$ cat src/rtl/ffsb_cfg.svh
// fault flag status bank: offsets, reset values and field positions
`ifndef FFSB_CFG_SVH
`define FFSB_CFG_SVH

// word indices; byte address is four times the index
`define FFSB_IDX_FS4      16'hFEC3
`define FFSB_IDX_FS5      16'hFEC4
`define FFSB_IDX_ST4      16'hFEC8
`define FFSB_IDX_ST5      16'hFEC9
`define FFSB_IDX_CAUSE_A  16'hFECA
`define FFSB_IDX_CAUSE_B  16'hFECB
`define FFSB_IDX_IRQ_STAT 16'hFF00
`define FFSB_IDX_IRQ_MASK 16'hFF01
`define FFSB_IDX_SHUT_EN  16'hFF02
`define FFSB_IDX_LL_THR   16'hFF03
`define FFSB_IDX_REV_THR  16'hFF04

// reset values
`define FFSB_RST_FLAGS    8'h00
`define FFSB_RST_CAUSE    8'h00
`define FFSB_RST_IRQ      4'h0
`define FFSB_RST_SHUT_EN  15'h7FFF
`define FFSB_RST_THR      12'h000

// field positions
`define FFSB_FS4_CHAN_C_OFF 6
`define FFSB_FS4_FLAG_PIN   5
`define FFSB_CAUSE_CUR_LSB  0
`define FFSB_CAUSE_PRV_LSB  4
`define FFSB_THR_B_LSB      16
`define FFSB_EN_B_LSB       16
`define FFSB_FAULT_CNT      15

`endif

$ cat src/rtl/ffsb_pkg.sv
// fault flag status bank: shared types
package ffsb_pkg;

    // core-side fault levels, codes 12 down to 1 from top to bottom
    typedef struct packed {
        logic zone2_overtemp;
        logic zone1_overtemp;
        logic input_line_sense_low;
        logic main_overcurrent;
        logic chan_b_undervoltage;
        logic chan_a_undervoltage;
        logic chan_b_overvoltage;
        logic chan_a_overvoltage;
        logic chan_b_secondary_overcurrent;
        logic chan_a_secondary_overcurrent;
        logic chan_b_primary_overcurrent;
        logic chan_a_primary_overcurrent;
    } ffsb_faults_t;

    // core-side status levels
    typedef struct packed {
        logic nvm_unlocked;
        logic chan_b_ramp_filter_active;
        logic chan_a_ramp_filter_active;
        logic chan_b_filter_saturated;
        logic chan_a_filter_saturated;
        logic zone2_temp_warning;
        logic zone1_temp_warning;
    } ffsb_status_t;

    typedef enum logic [0:0] {
        FFSB_CH_RUN  = 1'b0,
        FFSB_CH_DOWN = 1'b1
    } ffsb_chan_state_t;

endpackage

$ cat src/rtl/ffsb_bank.sv
// fault flag status bank with wishbone register access
`timescale 1ns/1ps
`include "ffsb_cfg.svh"

module ffsb_bank
    import ffsb_pkg::*;
(
    input  wire logic         clk_i,
    input  wire logic         rst_i,
    input  wire logic         ce_i,
    input  wire logic [17:0]  wb_adr_i,
    input  wire logic [31:0]  wb_dat_i,
    input  wire logic [3:0]   wb_sel_i,
    input  wire logic         wb_we_i,
    input  wire logic         wb_cyc_i,
    input  wire logic         wb_stb_i,
    output logic      [31:0]  wb_dat_o,
    output logic              wb_ack_o,
    input  wire ffsb_faults_t faults_i,
    input  wire ffsb_status_t status_i,
    input  wire logic [11:0]  chan_a_secondary_current_input_i,
    input  wire logic [11:0]  chan_b_secondary_current_input_i,
    input  wire logic         chan_c_off_i,
    input  wire logic         chan_c_turn_on_input_i,
    input  wire logic         external_flag_input_i,
    input  wire logic [1:0]   chan_restart_i,
    output logic              flag_sync_output_pin_o,
    output logic [1:0]        chan_shutdown_o,
    output logic              irq_o
);

    // ------------------------------------------------------------
    // pin synchronisers
    // ------------------------------------------------------------
    // only the second stage is read; the first may still be settling
    logic       turn_on_meta_ff;
    logic       turn_on_sync_ff;
    logic       ext_flag_meta_ff;
    logic       ext_flag_sync_ff;

    always_ff @(posedge clk_i) begin
        if (rst_i) begin
            turn_on_meta_ff  <= 1'b0;
            turn_on_sync_ff  <= 1'b0;
            ext_flag_meta_ff <= 1'b0;
            ext_flag_sync_ff <= 1'b0;
        end else if (ce_i) begin
            turn_on_meta_ff  <= chan_c_turn_on_input_i;
            turn_on_sync_ff  <= turn_on_meta_ff;
            ext_flag_meta_ff <= external_flag_input_i;
            ext_flag_sync_ff <= ext_flag_meta_ff;
        end
    end

    // ------------------------------------------------------------
    // bus decode and software registers
    // ------------------------------------------------------------
    logic [15:0] wb_idx;
    logic        wb_req;
    logic        wb_wr;
    logic        wb_wr_lo;
    logic [3:0]  irq_stat_ff;
    logic [3:0]  irq_mask_ff;
    logic [3:0]  irq_event;
    logic [29:0] shut_en_ff;
    logic [23:0] ll_thr_ff;
    logic [23:0] rev_thr_ff;
    logic        ack_ff;

    assign wb_idx   = wb_adr_i[17:2];
    assign wb_req   = wb_cyc_i && wb_stb_i && !ack_ff;
    // a write takes effect only at the edge that raises ack
    assign wb_wr    = wb_req && wb_we_i && ce_i;
    assign wb_wr_lo = wb_wr && wb_sel_i[0];

    always_ff @(posedge clk_i) begin
        if (rst_i) begin
            irq_mask_ff <= `FFSB_RST_IRQ;
            shut_en_ff  <= {`FFSB_RST_SHUT_EN, `FFSB_RST_SHUT_EN};
            ll_thr_ff   <= {`FFSB_RST_THR, `FFSB_RST_THR};
            rev_thr_ff  <= {`FFSB_RST_THR, `FFSB_RST_THR};
        end else if (wb_wr) begin
            case (wb_idx)
                `FFSB_IDX_IRQ_MASK: begin
                    if (wb_sel_i[0]) irq_mask_ff <= wb_dat_i[3:0];
                end
                `FFSB_IDX_SHUT_EN: begin
                    if (&wb_sel_i) shut_en_ff <= {wb_dat_i[30:16], wb_dat_i[14:0]};
                end
                `FFSB_IDX_LL_THR: begin
                    if (&wb_sel_i) ll_thr_ff <= {wb_dat_i[27:16], wb_dat_i[11:0]};
                end
                `FFSB_IDX_REV_THR: begin
                    if (&wb_sel_i) rev_thr_ff <= {wb_dat_i[27:16], wb_dat_i[11:0]};
                end
                default: begin
                end
            endcase
        end
    end

    // ------------------------------------------------------------
    // live flags
    // ------------------------------------------------------------
    logic       low_load_a;
    logic       low_load_b;
    logic       rev_a;
    logic       rev_b;
    logic       chan_c_off_ff;
    logic       flag_pin_ff;
    logic [7:0] fault_status_four_ff;
    logic [7:0] fault_status_five_ff;
    logic [7:0] nxt_fs4;
    logic [7:0] nxt_fs5;

    // currents are signed so a reverse threshold can sit below zero
    assign low_load_a = $signed(chan_a_secondary_current_input_i) < $signed(ll_thr_ff[11:0]);
    assign low_load_b = $signed(chan_b_secondary_current_input_i) < $signed(ll_thr_ff[23:12]);
    assign rev_a      = $signed(chan_a_secondary_current_input_i) < $signed(rev_thr_ff[11:0]);
    assign rev_b      = $signed(chan_b_secondary_current_input_i) < $signed(rev_thr_ff[23:12]);

    // set wins over the turn-on clear so an off event is never lost to a simultaneous turn-on
    always_ff @(posedge clk_i) begin
        if (rst_i) begin
            chan_c_off_ff <= 1'b0;
        end else if (ce_i) begin
            if (chan_c_off_i) begin
                chan_c_off_ff <= 1'b1;
            end else if (turn_on_sync_ff) begin
                chan_c_off_ff <= 1'b0;
            end
        end
    end

    always_ff @(posedge clk_i) begin
        if (rst_i) begin
            flag_pin_ff <= 1'b0;
        end else if (ce_i) begin
            flag_pin_ff <= low_load_a || low_load_b;
        end
    end

    always_comb begin
        nxt_fs4    = `FFSB_RST_FLAGS;
        nxt_fs4[`FFSB_FS4_CHAN_C_OFF] = chan_c_off_ff;
        nxt_fs4[`FFSB_FS4_FLAG_PIN]   = flag_pin_ff;
        nxt_fs4[4] = status_i.nvm_unlocked;
        nxt_fs4[3] = status_i.chan_b_ramp_filter_active;
        nxt_fs4[2] = status_i.chan_a_ramp_filter_active;
        nxt_fs4[1] = status_i.chan_b_filter_saturated;
        nxt_fs4[0] = status_i.chan_a_filter_saturated;
        nxt_fs5    = `FFSB_RST_FLAGS;
        nxt_fs5[3] = status_i.zone2_temp_warning;
        nxt_fs5[2] = status_i.zone1_temp_warning;
        nxt_fs5[1] = rev_b;
        nxt_fs5[0] = rev_a;
    end

    always_ff @(posedge clk_i) begin
        if (rst_i) begin
            fault_status_four_ff <= `FFSB_RST_FLAGS;
            fault_status_five_ff <= `FFSB_RST_FLAGS;
        end else if (ce_i) begin
            fault_status_four_ff <= nxt_fs4;
            fault_status_five_ff <= nxt_fs5;
        end
    end

    // ------------------------------------------------------------
    // sticky copies, write one to clear
    // ------------------------------------------------------------
    logic [7:0] sticky_four_ff;
    logic [7:0] sticky_five_ff;
    logic [7:0] clr4;
    logic [7:0] clr5;

    assign clr4 = (wb_wr_lo && wb_idx == `FFSB_IDX_ST4) ? wb_dat_i[7:0] : 8'h00;
    assign clr5 = (wb_wr_lo && wb_idx == `FFSB_IDX_ST5) ? wb_dat_i[7:0] : 8'h00;

    always_ff @(posedge clk_i) begin
        if (rst_i) begin
            sticky_four_ff <= `FFSB_RST_FLAGS;
            sticky_five_ff <= `FFSB_RST_FLAGS;
        end else if (ce_i) begin
            sticky_four_ff <= (sticky_four_ff & ~clr4) | fault_status_four_ff;
            sticky_five_ff <= (sticky_five_ff & ~clr5) | fault_status_five_ff;
        end
    end

    // ------------------------------------------------------------
    // shutdown cause recording
    // ------------------------------------------------------------
    logic [14:0]      fault_vec;
    logic [14:0]      cand      [2];
    logic [7:0]       cause_ff  [2];
    ffsb_chan_state_t chan_st_ff[2];
    logic [1:0]       recorded;

    // bit i carries fault code i+1
    assign fault_vec = {rev_b, rev_a, ext_flag_sync_ff, faults_i};

    // lowest code wins when several faults appear in one cycle
    function automatic logic [3:0] pick_code(input logic [14:0] v);
        logic [3:0] r;
        r = 4'h0;
        for (int i = 14; i >= 0; i--) begin
            if (v[i]) r = 4'(i + 1);
        end
        return r;
    endfunction

    // enables are per channel, so one fault may stop A and leave B running
    for (genvar c = 0; c < 2; c++) begin : g_chan
        assign cand[c]     = fault_vec & shut_en_ff[c*15 +: 15];
        assign recorded[c] = ce_i && chan_st_ff[c] == FFSB_CH_RUN && |cand[c];

        always_ff @(posedge clk_i) begin
            if (rst_i) begin
                chan_st_ff[c] <= FFSB_CH_RUN;
                cause_ff[c]   <= `FFSB_RST_CAUSE;
            end else if (ce_i) begin
                case (chan_st_ff[c])
                    FFSB_CH_RUN: begin
                        if (|cand[c]) begin
                            cause_ff[c]   <= {cause_ff[c][3:0], pick_code(cand[c])};
                            chan_st_ff[c] <= FFSB_CH_DOWN;
                        end
                    end
                    FFSB_CH_DOWN: begin
                        // a restart while an enabled fault is still present is refused
                        if (chan_restart_i[c] && !(|cand[c])) chan_st_ff[c] <= FFSB_CH_RUN;
                    end
                    default: chan_st_ff[c] <= FFSB_CH_RUN;
                endcase
            end
        end
    end

    always_ff @(posedge clk_i) begin
        if (rst_i) begin
            chan_shutdown_o        <= 2'b00;
            flag_sync_output_pin_o <= 1'b0;
        end else if (ce_i) begin
            chan_shutdown_o        <= {chan_st_ff[1] == FFSB_CH_DOWN, chan_st_ff[0] == FFSB_CH_DOWN};
            flag_sync_output_pin_o <= flag_pin_ff;
        end
    end

    // ------------------------------------------------------------
    // interrupts
    // ------------------------------------------------------------
    logic [3:0] irq_clr;

    // events that land while masked stay pending and show once unmasked
    assign irq_event = {ce_i && low_load_a | low_load_b && !flag_pin_ff,
                        ce_i && chan_c_off_i && !chan_c_off_ff,
                        recorded[1], recorded[0]};
    assign irq_clr   = (wb_wr_lo && wb_idx == `FFSB_IDX_IRQ_STAT) ? wb_dat_i[3:0] : 4'h0;

    always_ff @(posedge clk_i) begin
        if (rst_i) begin
            irq_stat_ff <= `FFSB_RST_IRQ;
            irq_o       <= 1'b0;
        end else if (ce_i) begin
            irq_stat_ff <= (irq_stat_ff & ~irq_clr) | irq_event;
            irq_o       <= |(irq_stat_ff & irq_mask_ff);
        end
    end

    // ------------------------------------------------------------
    // read data and acknowledge
    // ------------------------------------------------------------
    logic [31:0] nxt_rd;

    always_comb begin
        nxt_rd = 32'h0000_0000;
        case (wb_idx)
            `FFSB_IDX_FS4:      nxt_rd[7:0]   = fault_status_four_ff;
            `FFSB_IDX_FS5:      nxt_rd[7:0]   = fault_status_five_ff;
            `FFSB_IDX_ST4:      nxt_rd[7:0]   = sticky_four_ff;
            `FFSB_IDX_ST5:      nxt_rd[7:0]   = sticky_five_ff;
            `FFSB_IDX_CAUSE_A:  nxt_rd[7:0]   = cause_ff[0];
            `FFSB_IDX_CAUSE_B:  nxt_rd[7:0]   = cause_ff[1];
            `FFSB_IDX_IRQ_STAT: nxt_rd[3:0]   = irq_stat_ff;
            `FFSB_IDX_IRQ_MASK: nxt_rd[3:0]   = irq_mask_ff;
            `FFSB_IDX_SHUT_EN:  nxt_rd        = {1'b0, shut_en_ff[29:15], 1'b0, shut_en_ff[14:0]};
            `FFSB_IDX_LL_THR:   nxt_rd        = {4'h0, ll_thr_ff[23:12], 4'h0, ll_thr_ff[11:0]};
            `FFSB_IDX_REV_THR:  nxt_rd        = {4'h0, rev_thr_ff[23:12], 4'h0, rev_thr_ff[11:0]};
            default:            nxt_rd        = 32'h0000_0000;
        endcase
    end

    // unmapped addresses still ack, reading zero, so a stray access never hangs the bus
    always_ff @(posedge clk_i) begin
        if (rst_i) begin
            ack_ff   <= 1'b0;
            wb_dat_o <= 32'h0000_0000;
        end else if (ce_i) begin
            ack_ff   <= wb_req;
            wb_dat_o <= wb_req ? nxt_rd : 32'h0000_0000;
        end
    end

    assign wb_ack_o = ack_ff;
endmodule // ffsb_bank

$ cat config.mk
export PLATFORM = sky130hd
export DESIGN_NAME = ffsb_bank
export DESIGN_NICKNAME = d
export VERILOG_FILES = /design/src/rtl/ffsb_pkg.sv /design/src/rtl/ffsb_bank.sv
export VERILOG_INCLUDE_DIRS = /design/src /design/src/rtl
export SDC_FILE = /design/constraint.sdc
export NUM_CORES = 1
export LEC_CHECK = 0
export BUFFER_PORTS_ARGS = -buffer_cell sky130_fd_sc_hd__clkbuf_2
export CORE_AREA = 2 2 174 176
export CTS_BUF_LIST = sky130_fd_sc_hd__clkbuf_16
export CTS_CLUSTER_SIZE = 8
export DETAILED_ROUTE_END_ITERATION = 6
export DIE_AREA = 0 0 176 178
export GPL_ROUTABILITY_DRIVEN = 0
export MAX_ROUTING_LAYER = met4
export PLACE_DENSITY_LB_ADDON = 0.15
export SYNTH_ARGS = -nofsm -noshare
export SYNTH_HDL_FRONTEND = slang
export SYNTH_SLANG_ARGS = --single-unit
$ cat constraint.sdc
create_clock -name clk_i -period 2.55 [get_ports clk_i]
set_input_delay 0.51 -clock clk_i [delete_from_list [all_inputs] [get_ports clk_i]]
set_output_delay 0.51 -clock clk_i [all_outputs]
set_load 0.01 [all_outputs]
==> out/qor.csv <==
metric,value,unit
worstHoldStart,wb_dat_i[14],
clock.fmax,414,MHz
peakVddDrop,0.000353,V
start_util,29.5,%
setup_tns,0,ns
layout.nets,1336,
rsz0062_at_grt,no,
drive_gt1_share,24.0,%
crit_end,cause_ff[0][7],
syn_area,8680,µm²
postRouteAntennaNets,0,
ioPinCount,145,
violations,design-rule violations,
synth_cells,997,
timing.final.ws_setup,0.133,ns
netlist-cell-type-count,67,
period_minus_slack,2.42,ns
place_hpwl,22.2,mm
cts_tree,done,
start_kind,flip-flop,
worstReg2RegStart,rev_thr_ff[13],
ctsHoldBuffers,0,
min_path_type,in2reg,
crit_start,rev_thr_ff[13],
crit_type,reg2reg,
clk_pin_slew,0.07,ns
synth-edff-count,18,
reg2reg_slack,0.13,ns
grt_pass1_vias,7557,
firstDrtPassIters,7,
finClkSkew,0.0135,ns
num_rows,63,
antenna_found_initial,1,
first_iter_violations,668,
die_w,176,µm
cts-buffers-inserted,17,
die_y,178,µm
crit_path_max_fanout,5,
synthArstFlopShare,0,%
cp.required,2.85,ns
wl,29.2,mm
grt_max_degree,48,
vias,7826,
reg2reg_to,cause_ff[0][7],
grt_first_pass_wirelength,44.5,mm
power_leakage,4.79,nW
viasPerCell,4.93,
clk_latency,0.43,ns
post_drt_wl_per_cell,18.4,µm
grt_usage,19.3,%
synth_seq_cells,171,
core_area,29400,µm²
finalCritPeriodShare,94.8,%
setup-violations-final,0,
root_buffer,clkbuf_16,
syn_avg_cell_area,8.71,µm²
cts_max_level,4,
pre_cts_ws,-0.183,ns
hold_viol,0,
clock_path_buffers,2,
pwr_density_cell,540,nW/µm²
maxSlewHeadroom,59.6,%
synthFlopType,dfxtp_1,
drc,1,
portBuffers,138,
yosysWarnings,0,
overflow,0,
final_area,11000,µm²
worst-slew-pin-transition,0.606,ns
area_delta_synth_final,26.2,%
postLayoutCoreUtil,37.3,%
rr_worst_depth,10,
maxCapViolations,0,
status,"complete, but fails checks",
postPlaceCellArea,10400,µm²
cp.arrival,2.71,ns
slew_viol_final,0,
cts_sinks,171,
die_area,31300,µm²
cp-end-kind,flip-flop,
synth_seq_area_share,41.5,%
where the power goes:
part	switching (mW)	internal [mW]	leakage, nW	total [mW]
sequential	0.0420	2.77	1.43	2.81
clock	1.15	1.34	0.278	2.50
combinational	0.333	0.272	3.08	0.606
total	1.53	4.39	4.79	5.91
cell families (layout without fill, tap and decap cells):
logic type	count (synthesis)	after routing	share of synthesized area, %
fa+ha+maj	44	44	6.34
simple gates	401	401	21.3
mux	69	69	9.57
other cells	1	3	0.0432
flops	171	171	41.5
compound gates	202	202	15.6
buf+inv	109	308	5.66
per-layer routing:
layer / share of wire, % / global-route usage, % / vias up
li1: - / - / 3890
met3: 5.1 / 3.56 / 17
met2: 46 / 30.2 / 221
met4: 0.82 / 3.51 / 0
met1: 48 / 26.4 / 3698
met5: 0 / - / -
layout by cell type, fill, tap and decap left out, types with 18 or more instances in the layout:
cell type	n
nand2_1	199
dfxtp_1	153
clkbuf_2	137
nor2_1	76
buf_4	74
a21oi_1	64
mux2i_1	56
inv_1	54
nand3_1	53
ha_1	43
o21ai_0	27
a22oi_1	21
a22o_1	21
edfxtp_1	18
Yosys cell counts (5+ instances only):
master / number / area [µm²]
nand2_1: 199 / 747
dfxtp_1: 153 / 3060
nor2_1: 77 / 289
a21oi_1: 65 / 325
mux2i_1: 56 / 561
nand3_1: 53 / 265
inv_1: 52 / 195
ha_1: 44 / 551
o21ai_0: 29 / 145
clkbuf_1: 22 / 82.6
a22o_1: 21 / 184
a22oi_1: 21 / 158
edfxtp_1: 18 / 541
buf_2: 15 / 75.1
mux4_2: 11 / 248
and2_1: 10 / 62.6
a222oi_1: 9 / 90.1
and3_1: 9 / 56.3
nand2b_1: 9 / 56.3
o211ai_1: 9 / 67.6
buf_1: 8 / 30.0
nor2b_1: 8 / 50.1
o21a_1: 7 / 52.6
a31oi_1: 6 / 37.5
a32oi_1: 6 / 52.6
buf_6: 6 / 67.6
buf_4: 5 / 37.5
per-stage QoR:
step / cells / hold WS (ns) / total power [mW]
2_1_floorplan: 998 / 0.409 / 3.15
3_3_place_gp: 1555 / 0.417 / 3.47
3_5_place_dp: 1555 / 0.422 / 3.47
4_1_cts: 1587 / 0.273 / 5.97
5_1_grt: 1588 / 0.286 / 6.13
6_report: 1588 / 0.288 / 5.91
registers in the layout, indices dropped and copies added, names as in the netlist:
register / count
rev_thr_ff: 24
ext_flag_meta_ff: 1
flag_pin_ff: 1
turn_on_meta_ff: 1
cause_ff: 16
chan_st_ff: 2
ext_flag_sync_ff: 1
ll_thr_ff: 24
fault_status_five_ff: 4
fault_status_four_ff: 7
wb_dat_o: 30
turn_on_sync_ff: 1
sticky_five_ff: 8
irq_o: 1
chan_shutdown_o: 2
irq_stat_ff: 4
wb_ack_o: 1
chan_c_off_ff: 1
irq_mask_ff: 4
sticky_four_ff: 8
shut_en_ff: 30
final cells by class:
cell class,count,area (µm²)
diodes,1,2.50
clock buffers,17,425
clock inverters,15,124
fillers,3043,18400
inverters,53,199
multi-input cells,718,4640
flip-flops and latches,171,3600
well taps,390,488
repair buffers,223,1470
what timing repair did:
action | CTS | global route
gates resized for setup | 0 | 10
buffers inserted | 0 | 0
endpoints found under the setup margin | 0 | 27
how the worst min path moves through the flow:
stage | endpoint | depth (start not counted)
final | shut_en_ff[14] | 3
after global routing | shut_en_ff[27] | 3
after CTS | shut_en_ff[14] | 3
after detailed placement | sticky_five_ff[5] | 2
after global placement | sticky_five_ff[5] | 2
after floorplan | sticky_five_ff[4] | 2
worst max-delay path: stages (launching register included):
cell and delay (ns):
dfxtp_1 0.36, inv_1 0.05, ha_1 0.26, a2111o_1 0.39, a31oi_1 0.16, buf_4 0.16
o21a_4 0.15, a21boi_4 0.07, a311oi_4 0.39, buf_4 0.19, and2_1 0.11
(Power assumes the default switching activity.)
